$ cat config.mk
export PLATFORM = sky130hd
export DESIGN_NAME = ofr_option_regs
export DESIGN_NICKNAME = d
export VERILOG_FILES = /design/src/core/ofr_option_regs.v
export VERILOG_INCLUDE_DIRS = /design/src /design/src/core
export SDC_FILE = /design/constraint.sdc
export NUM_CORES = 1
export LEC_CHECK = 0
export CORE_MARGIN = 4
export CORE_UTILIZATION = 59
export DETAILED_ROUTE_END_ITERATION = 12
export DONT_BUFFER_PORTS = 1
export HOLD_SLACK_MARGIN = 0.06
export MAX_ROUTING_LAYER = met4
export PLACE_DENSITY = 0.86
export SLEW_MARGIN = 30
export SYNTH_ARGS = -nofsm -noshare
export SYNTH_HDL_FRONTEND = slang
export SYNTH_SLANG_ARGS = --single-unit
$ cat constraint.sdc
create_clock -name sys_clk -period 2.1 [get_ports sys_clk]
set_input_delay 0.21 -clock sys_clk [delete_from_list [all_inputs] [get_ports sys_clk]]
set_output_delay 0.21 -clock sys_clk [all_outputs]
set_load 0.02 [all_outputs]
$ cat src/core/ofr_defines.vh
`ifndef OFR_DEFINES_VH
`define OFR_DEFINES_VH
// register indexes (printed offsets are not multiples of four)
`define OFR_IDX_PINSEL    8'h93
`define OFR_IDX_OPTION    8'h94
`define OFR_IDX_FLAGS     8'h95
`define OFR_IDX_WAKE      8'h96
`define OFR_IDX_IRQEN     8'h97
`define OFR_IDX_EVCLR     8'h98
`define OFR_IDX_EVSTAT    8'h99
// field positions, pin_function_select
`define OFR_PS_ROUTE      7
`define OFR_PS_T2OE       6
`define OFR_PS_T1OE       5
`define OFR_PS_T0OE       4
// field positions, peripheral_option
`define OFR_OP_ONEWIRE    7
`define OFR_OP_T3CLK      6
// flag bit positions
`define OFR_FL_ADC        4
`define OFR_FL_EXT2       2
`define OFR_FL_PCHG       1
`define OFR_FL_T3         0
// reset values
`define OFR_RST_PINSEL    8'h05
`define OFR_RST_ZERO      8'h00
// implemented flag bits and event status bits
`define OFR_FLAG_MASK     8'h17
`define OFR_EV_MASK       8'h0f
// timer0 output divider terminal count; the pin toggles every 32 overflows
`define OFR_T0_HALF       6'h1f
// field ranges
`define OFR_PS_P21        3:2
`define OFR_PS_P20        1:0
`define OFR_OP_WDT        5:4
`define OFR_OP_ADCK       3:2
`define OFR_OP_T3IV       1:0
// pin mode reset code
`define OFR_RST_PMODE     2'h1
// timer3 interval per code, in timer3 clocks
`define OFR_T3IV_00       17'h08000
`define OFR_T3IV_01       17'h04000
`define OFR_T3IV_10       17'h02000
`define OFR_T3IV_11       17'h10000
// watchdog period per code, in ms
`define OFR_WDT_00        9'h190
`define OFR_WDT_01        9'h0c8
`define OFR_WDT_10        9'h064
`define OFR_WDT_11        9'h032
// converter clock divisor per code
`define OFR_ADCK_00       6'h20
`define OFR_ADCK_01       6'h10
`define OFR_ADCK_10       6'h08
`define OFR_ADCK_11       6'h04
`endif

$ cat src/core/ofr_option_regs.v
// The implementer's own choice: the APB slave port.
`timescale 1ns/100ps
`default_nettype none
`include "ofr_defines.vh"
module ofr_option_regs (
  // clock and reset
  input  wire        sys_clk,
  input  wire        nrst,
  // apb slave
  input  wire        psel,
  input  wire        penable,
  input  wire        pwrite,
  input  wire [11:0] paddr,
  input  wire [31:0] pwdata,
  output reg  [31:0] prdata,
  output reg         pready,
  output reg         pslverr,
  // engine events, same clock
  input  wire        adcDone,
  input  wire        adcStart,
  input  wire        timer3Tick,
  input  wire        timer0Ovf,
  input  wire        timer1Ovf,
  input  wire        timer2Ovf,
  input  wire        ext2Ack,
  input  wire        pinChgAck,
  input  wire        timer3Ack,
  // pins, asynchronous
  input  wire        ext2Pin,
  input  wire [7:0]  port1Pins,
  // decoded settings
  output reg         uartTxOnP31,
  output reg         uartTxOnP16,
  output reg         uartSinglePin,
  output reg  [1:0]  pin21Mode,
  output reg  [1:0]  pin20Mode,
  output reg         timer3FastClk,
  output reg  [16:0] timer3Interval,
  output reg  [8:0]  watchdogPeriodMs,
  output reg  [5:0]  adcClkDiv,
  output reg  [7:0]  port1WakeBits,
  // pin drives
  output reg         p10Drive,
  output reg         p10Oe,
  output reg         p35Drive,
  output reg         p35Oe,
  output reg         p34Drive,
  output reg         p34Oe,
  // flags and interrupt
  output reg         conversionDoneFlag,
  output reg         extIrq2EdgeFlag,
  output reg         pinChangeFlag,
  output reg         thirdTimerFlag,
  output reg         irqOut
);

  // ==========================================================
  // state
  reg [7:0]  pinSel_r;
  reg [7:0]  option_r;
  reg [7:0]  wake_r;
  reg [3:0]  irqEn_r;
  reg [3:0]  evStat_r;
  reg [4:0]  flags_r;
  reg [1:0]  ext2Sync_r;
  reg        ext2Prev_r;
  reg [7:0]  p1Sync0_r;
  reg [7:0]  p1Sync1_r;
  reg [7:0]  p1Prev_r;
  reg        t2Tog_r;
  reg        t1Tog_r;
  reg        t0Tog_r;
  reg [5:0]  t0Cnt_r;
  reg [4:0]  flags_nxt;
  reg [3:0]  evStat_nxt;
  reg [31:0] rdata_nxt;
  reg        err_nxt;

  wire [9:0] widx = paddr[11:2];
  wire       acc = psel & penable & ~pready;
  wire       wr = acc & pwrite;
  wire       wrFlags = wr & (widx == {2'h0, `OFR_IDX_FLAGS});
  wire       wrClr = wr & (widx == {2'h0, `OFR_IDX_EVCLR});

  // valid register index check, used for read and write
  function hit;
    input [9:0] idx;
    begin
      hit = (idx >= {2'h0, `OFR_IDX_PINSEL}) && (idx <= {2'h0, `OFR_IDX_EVSTAT});
    end
  endfunction

  // ==========================================================
  // pin synchronisers and edge detection
  wire ext2Fall = ext2Prev_r & ~ext2Sync_r[1];
  wire [7:0] p1Change = (p1Sync1_r ^ p1Prev_r) & wake_r;
  always @(posedge sys_clk) begin
    if (!nrst) begin
      ext2Sync_r <= 2'h3;
      ext2Prev_r <= 1'b1;
      p1Sync0_r  <= `OFR_RST_ZERO;
      p1Sync1_r  <= `OFR_RST_ZERO;
      p1Prev_r   <= `OFR_RST_ZERO;
    end else begin
      ext2Sync_r <= {ext2Sync_r[0], ext2Pin};
      ext2Prev_r <= ext2Sync_r[1];
      p1Sync0_r  <= port1Pins;
      p1Sync1_r  <= p1Sync0_r;
      p1Prev_r   <= p1Sync1_r;
    end
  end

  // ==========================================================
  // flag next state; set wins over any clear
  wire [3:0] evSet = {|p1Change, ext2Fall, adcDone, timer3Tick};
  always @* begin
    flags_nxt = flags_r;
    if (wrFlags) begin
      flags_nxt[4] = flags_r[4] & pwdata[`OFR_FL_ADC];
      flags_nxt[2] = flags_r[2] & pwdata[`OFR_FL_EXT2];
      flags_nxt[1] = flags_r[1] & pwdata[`OFR_FL_PCHG];
      flags_nxt[0] = flags_r[0] & pwdata[`OFR_FL_T3];
    end
    if (adcStart) begin
      flags_nxt[4] = 1'b0;
    end
    if (ext2Ack) begin
      flags_nxt[2] = 1'b0;
    end
    if (pinChgAck) begin
      flags_nxt[1] = 1'b0;
    end
    if (timer3Ack) begin
      flags_nxt[0] = 1'b0;
    end
    flags_nxt[3] = 1'b0;
    if (adcDone) begin
      flags_nxt[4] = 1'b1;
    end
    if (ext2Fall) begin
      flags_nxt[2] = 1'b1;
    end
    if (|p1Change) begin
      flags_nxt[1] = 1'b1;
    end
    if (timer3Tick) begin
      flags_nxt[0] = 1'b1;
    end
  end

  // sticky event status: w1 clear, set wins
  always @* begin
    evStat_nxt = evStat_r;
    if (wrClr) begin
      evStat_nxt = evStat_r & ~pwdata[3:0];
    end
    evStat_nxt = evStat_nxt | evSet;
  end

  // ==========================================================
  // apb read mux and error
  always @* begin
    rdata_nxt = 32'h0;
    err_nxt = ~hit(widx);
    case (widx)
      {2'h0, `OFR_IDX_PINSEL}: rdata_nxt[7:0] = pinSel_r;
      {2'h0, `OFR_IDX_OPTION}: rdata_nxt[7:0] = option_r;
      {2'h0, `OFR_IDX_FLAGS}:  rdata_nxt[4:0] = flags_r;
      {2'h0, `OFR_IDX_WAKE}:   rdata_nxt[7:0] = wake_r;
      {2'h0, `OFR_IDX_IRQEN}:  rdata_nxt[3:0] = irqEn_r;
      {2'h0, `OFR_IDX_EVSTAT}: rdata_nxt[3:0] = evStat_r;
      default:                 rdata_nxt = 32'h0;
    endcase
  end

  // ==========================================================
  // registers and apb handshake, one wait state
  always @(posedge sys_clk) begin
    if (!nrst) begin
      pinSel_r <= `OFR_RST_PINSEL;
      option_r <= `OFR_RST_ZERO;
      wake_r   <= `OFR_RST_ZERO;
      irqEn_r  <= 4'h0;
      evStat_r <= 4'h0;
      flags_r  <= 5'h0;
      pready   <= 1'b0;
      pslverr  <= 1'b0;
      prdata   <= 32'h0;
    end else begin
      pready   <= acc;
      pslverr  <= acc & err_nxt;
      prdata   <= (acc & ~pwrite) ? rdata_nxt : 32'h0;
      flags_r  <= flags_nxt;
      evStat_r <= evStat_nxt;
      if (wr && widx == {2'h0, `OFR_IDX_PINSEL}) begin
        pinSel_r <= pwdata[7:0];
      end
      if (wr && widx == {2'h0, `OFR_IDX_OPTION}) begin
        option_r <= pwdata[7:0];
      end
      if (wr && widx == {2'h0, `OFR_IDX_WAKE}) begin
        wake_r <= pwdata[7:0];
      end
      if (wr && widx == {2'h0, `OFR_IDX_IRQEN}) begin
        irqEn_r <= pwdata[3:0];
      end
    end
  end

  // ==========================================================
  // timer overflow dividers; overflow pulses from engines
  always @(posedge sys_clk) begin
    if (!nrst) begin
      t2Tog_r <= 1'b0;
      t1Tog_r <= 1'b0;
      t0Tog_r <= 1'b0;
      t0Cnt_r <= 6'h0;
    end else begin
      if (timer2Ovf) begin
        t2Tog_r <= ~t2Tog_r;
      end
      if (timer1Ovf) begin
        t1Tog_r <= ~t1Tog_r;
      end
      if (timer0Ovf) begin
        if (t0Cnt_r == `OFR_T0_HALF) begin
          t0Cnt_r <= 6'h0;
          t0Tog_r <= ~t0Tog_r;
        end else begin
          t0Cnt_r <= t0Cnt_r + 6'h1;
        end
      end
    end
  end

  // ==========================================================
  // decoded outputs, all registered
  always @(posedge sys_clk) begin
    if (!nrst) begin
      uartTxOnP31 <= 1'b1;
      uartTxOnP16 <= 1'b0;
      uartSinglePin <= 1'b0;
      pin21Mode <= `OFR_RST_PMODE;
      pin20Mode <= `OFR_RST_PMODE;
      timer3FastClk <= 1'b0;
      timer3Interval <= `OFR_T3IV_00;
      watchdogPeriodMs <= `OFR_WDT_00;
      adcClkDiv <= `OFR_ADCK_00;
      port1WakeBits <= 8'h0;
      p10Drive <= 1'b0;
      p10Oe <= 1'b0;
      p35Drive <= 1'b0;
      p35Oe <= 1'b0;
      p34Drive <= 1'b0;
      p34Oe <= 1'b0;
      conversionDoneFlag <= 1'b0;
      extIrq2EdgeFlag <= 1'b0;
      pinChangeFlag <= 1'b0;
      thirdTimerFlag <= 1'b0;
      irqOut <= 1'b0;
    end else begin
      uartTxOnP31 <= ~pinSel_r[`OFR_PS_ROUTE];
      uartTxOnP16 <= pinSel_r[`OFR_PS_ROUTE];
      uartSinglePin <= option_r[`OFR_OP_ONEWIRE];
      // pin mode fields, 11 passed as is
      pin21Mode <= pinSel_r[`OFR_PS_P21];
      pin20Mode <= pinSel_r[`OFR_PS_P20];
      timer3FastClk <= option_r[`OFR_OP_T3CLK];
      case (option_r[`OFR_OP_T3IV])
        2'h0:    timer3Interval <= `OFR_T3IV_00;
        2'h1:    timer3Interval <= `OFR_T3IV_01;
        2'h2:    timer3Interval <= `OFR_T3IV_10;
        default: timer3Interval <= `OFR_T3IV_11;
      endcase
      case (option_r[`OFR_OP_WDT])
        2'h0:    watchdogPeriodMs <= `OFR_WDT_00;
        2'h1:    watchdogPeriodMs <= `OFR_WDT_01;
        2'h2:    watchdogPeriodMs <= `OFR_WDT_10;
        default: watchdogPeriodMs <= `OFR_WDT_11;
      endcase
      case (option_r[`OFR_OP_ADCK])
        2'h0:    adcClkDiv <= `OFR_ADCK_00;
        2'h1:    adcClkDiv <= `OFR_ADCK_01;
        2'h2:    adcClkDiv <= `OFR_ADCK_10;
        default: adcClkDiv <= `OFR_ADCK_11;
      endcase
      port1WakeBits <= wake_r;
      p10Drive <= t2Tog_r & pinSel_r[`OFR_PS_T2OE];
      p10Oe <= pinSel_r[`OFR_PS_T2OE];
      p35Drive <= t1Tog_r & pinSel_r[`OFR_PS_T1OE];
      p35Oe <= pinSel_r[`OFR_PS_T1OE];
      p34Drive <= t0Tog_r & pinSel_r[`OFR_PS_T0OE];
      p34Oe <= pinSel_r[`OFR_PS_T0OE];
      conversionDoneFlag <= flags_r[`OFR_FL_ADC];
      extIrq2EdgeFlag <= flags_r[`OFR_FL_EXT2];
      pinChangeFlag <= flags_r[`OFR_FL_PCHG];
      thirdTimerFlag <= flags_r[`OFR_FL_T3];
      // level interrupt from enabled sticky status
      irqOut <= |(evStat_r & irqEn_r);
    end
  end

endmodule // ofr_option_regs
`default_nettype wire

---- Word-level counts from Yosys, hierarchy flattened ----
Index checks and enable logic that the tools add are counted.
operators by class
  add/subtract/negate cells ............... 1
  $mul .................................... 0
  divide/modulo/power cells ............... 0
  $lt $le $gt $ge ......................... 2
  eq/ne operators ......................... 14
  shifts and indexed selects .............. 0
  mux-type cells .......................... 18
  bitwise logic cells ..................... 29
  reduce and logical (&&, ||, !) cells .... 16
operators by type and width
  cell                                                              count
  == test 10 x 8 -> 1 bit (second input constant)                   7
  one-hot mux 17 bit (3 select lines)                               1
  one-hot mux 9 bit (3 select lines)                                1
  one-hot mux 4 bit (6 select lines)                                1
  one-hot mux 6 bit (3 select lines)                                1
  bitwise AND 1 bit                                                 15
  nonzero test 3 bit                                                4
  >= comparator 10 x 8 -> 1 bit (second input constant)             1
  less-or-equal comparator 10 x 8 -> 1 bit (second input constant)  1
  two-way mux 1 bit                                                 9
  one-hot mux 3 bit (3 select lines)                                1
  bitwise AND 4 bit                                                 2
  bitwise AND 8 bit                                                 1
  inverter 1 bit                                                    8
  OR reduction 8 bit                                                1
  XOR 8 bit                                                         1
  adder 6 x 1 -> 6 bit (second input constant)                      1
  == test 2 x 1 -> 1 bit (second input constant)                    3
  == test 2 bit (second input constant)                             3
  == test 6 x 5 -> 1 bit (second input constant)                    1
  zero test 2 bit                                                   3
  two-way mux 6 bit                                                 1
  logical AND 1 bit                                                 5
  two-way mux 4 bit                                                 1
  other kinds (6)                                                   7
word-level totals
  register bits ........................... 166
  bits in latches ......................... 0
  memory bits (writable) .................. 0
  bits in read-only memories .............. 0
  output and inout port bits .............. 93
  word-level logic and storage cells ...... 124
  memories kept ........................... 0

---- Depth between registers and ports, before layout ----
  depth in word-level cells ............... 7
  depth in mapped cells ................... 6

---- Least setup slack after synthesis ----
No wires, ideal clock.
  path kind ............................... flip-flop to flip-flop
  from .................................... register pready
  to ...................................... register option_r[6]
  setup time .............................. 119 ps
  data arrival time ....................... 1,417 ps
  data required time ...................... 1,981 ps
  setup slack ............................. 564 ps
  cell stages (with the launch flop) ...... 6
  path buffers ............................ 1
  clock period less this slack ............ 1,536 ps
  cell sequence ........................... dfxtp_1 > and4b_2 > nand4_4 > or3_1 > buf_6 > mux2i_1
on the way
  cells in the longest elaborated chain, start to end .. 4
RTL lines
  what                    line                   source
  from (decl)             ofr_option_regs.v:16   output reg pready,
  from (signal assigned)  ofr_option_regs.v:186  pready <= 1'b0;
  from (signal assigned)  ofr_option_regs.v:190  pready <= acc;
  inverter 1 bit          ofr_option_regs.v:80   wire acc = psel & penable & ~pready;
  bitwise AND 1 bit       ofr_option_regs.v:80
  bitwise AND 1 bit       ofr_option_regs.v:81   wire wr = acc & pwrite;
  logical AND 1 bit       ofr_option_regs.v:198  if (wr && widx == {2'h0, `OFR_IDX_OPTION}) begin
  to (signal assigned)    ofr_option_regs.v:181  option_r <= `OFR_RST_ZERO;
  to (signal assigned)    ofr_option_regs.v:199  option_r <= pwdata[7:0];
  to (decl)               ofr_option_regs.v:60   reg [7:0] option_r;
Every way passes these cells.
A chain may end at the register's enable or synchronous reset.

---- Worst setup path in the final report ----
  from .................................... input port paddr[3]
  to ...................................... register irqEn_r[1]
on the way
  cells in the longest elaborated chain, start to end .. 2
RTL lines
  what                     line                   source
  from (decl)              ofr_option_regs.v:13   input wire [11:0] paddr,
  == test 10 x 8 -> 1 bit  ofr_option_regs.v:204  if (wr && widx == {2'h0, `OFR_IDX_IRQEN}) begin
  logical AND 1 bit        ofr_option_regs.v:204
  to (signal assigned)     ofr_option_regs.v:205  irqEn_r <= pwdata[3:0];
  to (decl)                ofr_option_regs.v:62   reg [3:0] irqEn_r;
Every way passes these cells.

==> impl_results.md <==
* Fillers at 555
* Grt total ovfl at 0
* Peak VDD IR at 666 uV
* DIE AREA at 9620 sq um
* H-tree levels at 4
* Detailed-route via count at 3199
* All-Layer GR Usage at 22.0%
* Syn Inst Count at 460
* Area grow syn2layout at 17.7%
* Initial DRC count at 231
* Power density over cell area at 939 nW/um^2
* Fraction of registers with async set/reset at 0%
* FMAX at 0.515 GHz
* Most frequent cells in the layout: dfxtp_1 (125), and2_1 (42), conb_1 (40), dlygate4sd3_1 (39), nand2_1 (36)
* Status: finished, final reports clean
* # rows at 32
* WP data required at 2530 ps
* Setup Viol. Count Final at 0
* Tcrit/Tclk final at 92.4%
* I/O pin cnt at 160
* Share of cells above drive strength 1 at 9.16%
* Yosys warnings at 0
* Detail Route Antenna Nets at 0
* CTS max path bufs at 2
* Worst Setup End Kind: flop
* LEAKAGE at 2.56 nW
* Worst skew pair latency at 500 ps
* CTS tree: built
* Post-synthesis cell area at 4790 sq um
* Nets@finish at 574
* Unrepaired setup endpoints after global routing: false
* Reg clk slew, reported paths at 60 ps
* Largest net degree at the start of global routing at 105
* Routability congestion estimate at 0.868
* CP Data Arrival Time at 2370 ps
* Worst clock skew at 8.19 ps
* Post-DP HPWL at 6.56 mm
* First-pass GRT wire length at 16.2 mm
* Chip Width at 98.1 um
* Worst hold slack at 90.8 ps
* Number of synthesized flops with an enable pin at 0
* CTS sink count at 125
* Ys flop type: dfxtp_1
* Core Box Area at 7810 sq um
* Post-DR vias/cell at 5.19
* Vias in the first global route at 3143
* Final setup margin at 159 ps
* Post-synthesis register bit count at 125
* Antenna violations before repair at 1
* Worst slack, placed at 289 ps
* WL final at 10.3 mm
* Setup tns final at 0 ps
* Total CTS buffers at 17
* Leading cell type in the layout, fill and taps excluded: dfxtp_1
* Hold Vio Cnt, Final at 0
* CTS Root Cell: clkbuf_8
* PortBufs at 0
* Max cap viols at 0
* Post-synthesis sequential area ratio at 52.3%
* Hold Crit Class: input pin to flop
* Syn Area/Cell at 10.4 sq um
* CP startpoint kind: input pin
* Initial Util at 61.3%
* Avg WL per Cell at 16.7 um
* Post-synth cell types at 48
* Die Y at 98.1 um
* Post-CTS Resized at 0
* Post-route DRC at 0
* Final min period at 1940 ps
* TritonRoute pass-1 iters at 5
* Crit path kind: input pin to flop
* Largest fanout on the critical path at 17
* Final Max Tran Viols at 0
-- stage by stage --
| step | total power, mW | instances | utilization, % | area, sq um |
|---|---|---|---|---|
| 2_1_floorplan | 2.73 | 499 | - | 4930 |
| 3_3_place_gp | 2.65 | 543 | 59.9 | 4680 |
| 3_5_place_dp | 2.66 | 543 | 59.9 | 4680 |
| 4_1_cts | 5.33 | 614 | 72.1 | 5630 |
| 5_1_grt | 5.45 | 616 | 72.2 | 5640 |
| 6_report | 5.29 | 616 | 72.2 | 5640 |
-- critical path: stages --
cell	delay, ps
dlygate4sd3_1	830
nand2_1	110
dlygate4sd3_1	590
nor2_1	390
mux2i_1	240
-- layer usage --
metal	routed length [um]	track usage, %	up-vias
met3	814	6.93	28
met1	4130	25.5	1501
li1	-	-	1525
met4	306	11.3	0
met5	0	-	-
met2	5060	34.3	145
-- flip-flops by register name, indices dropped and copies added, names as in the netlist, 8 cells and up --
name	count
prdata	8
option_r	8
wake_r	8
watchdogPeriodMs	8
p1Sync1_r	8
pinSel_r	8
p1Prev_r	8
port1WakeBits	8
p1Sync0_r	8
-- power breakdown --
part / total [mW] / switching (mW) / internal [mW]
registers: 2.44 / 0.0271 / 2.41
clock network: 2.58 / 0.998 / 1.58
logic: 0.274 / 0.163 / 0.111
-- area by class of cell --
| cell class | instances | area (sq um) | area share (%) |
|---|---|---|---|
| tap | 102 | 128 | 2.26 |
| clock inverter | 12 | 97.6 | 1.73 |
| antenna | 1 | 2.50 | 0.0444 |
| inverter | 19 | 71.3 | 1.27 |
| sequential | 125 | 2500 | 44.4 |
| clock buffer | 19 | 432 | 7.66 |
| multi-input combinational | 296 | 1970 | 35.0 |
| timing repair buffer | 42 | 433 | 7.68 |
-- synth_stat cells (5+ instances only) --
| library cell | number | share of area, % |
|---|---|---|
| mux2i_1 | 32 | 6.7 |
| dfxtp_1 | 125 | 52 |
| and2_1 | 42 | 5.5 |
| nand2_1 | 36 | 2.8 |
| nor2b_1 | 13 | 1.7 |
| xor2_1 | 12 | 2.2 |
| nand2b_1 | 8 | 1.0 |
| buf_4 | 41 | 6.4 |
| a21boi_0 | 5 | 0.78 |
| a22oi_1 | 10 | 1.6 |
| and3_1 | 5 | 0.65 |
| inv_1 | 19 | 1.5 |
| ha_1 | 6 | 1.6 |
| nor2_1 | 22 | 1.7 |
| o21ai_0 | 7 | 0.73 |
| clkbuf_1 | 11 | 0.86 |
| o21a_1 | 8 | 1.3 |
-- worst paths after layout --
kind | startpoint | to | slack (ps) | cells past startpoint
worst min register to register | ext2Sync_r[0] | ext2Sync_r[1] | 410 | 1
worst max-delay path | paddr[3] | irqEn_r[1] | 160 | 5
worst max register to register | pready | pinSel_r[2] | 180 | 5
worst min-delay path | paddr[2] | wake_r[0] | 90 | 3
-- kinds of logic (layout without fill, tap and decap cells) --
| group | Yosys count | after routing | share of synthesized area (%) |
|---|---|---|---|
| compound gates | 45 | 45 | 7.11 |
| xor+xnor | 16 | 16 | 2.93 |
| simple gates | 153 | 153 | 18.8 |
| fa+ha+maj | 6 | 6 | 1.57 |
| buf+inv | 78 | 92 | 9.62 |
| other cells | 1 | 41 | 0.0783 |
| mux | 36 | 36 | 7.63 |
| flops | 125 | 125 | 52.3 |
-- what timing repair did --
item,CTS,global route
hold buffers,40,0
buffers inserted,0,1
endpoints found under the hold margin,123,0
endpoints found under the setup margin,0,2
(Power assumes the default switching activity.)
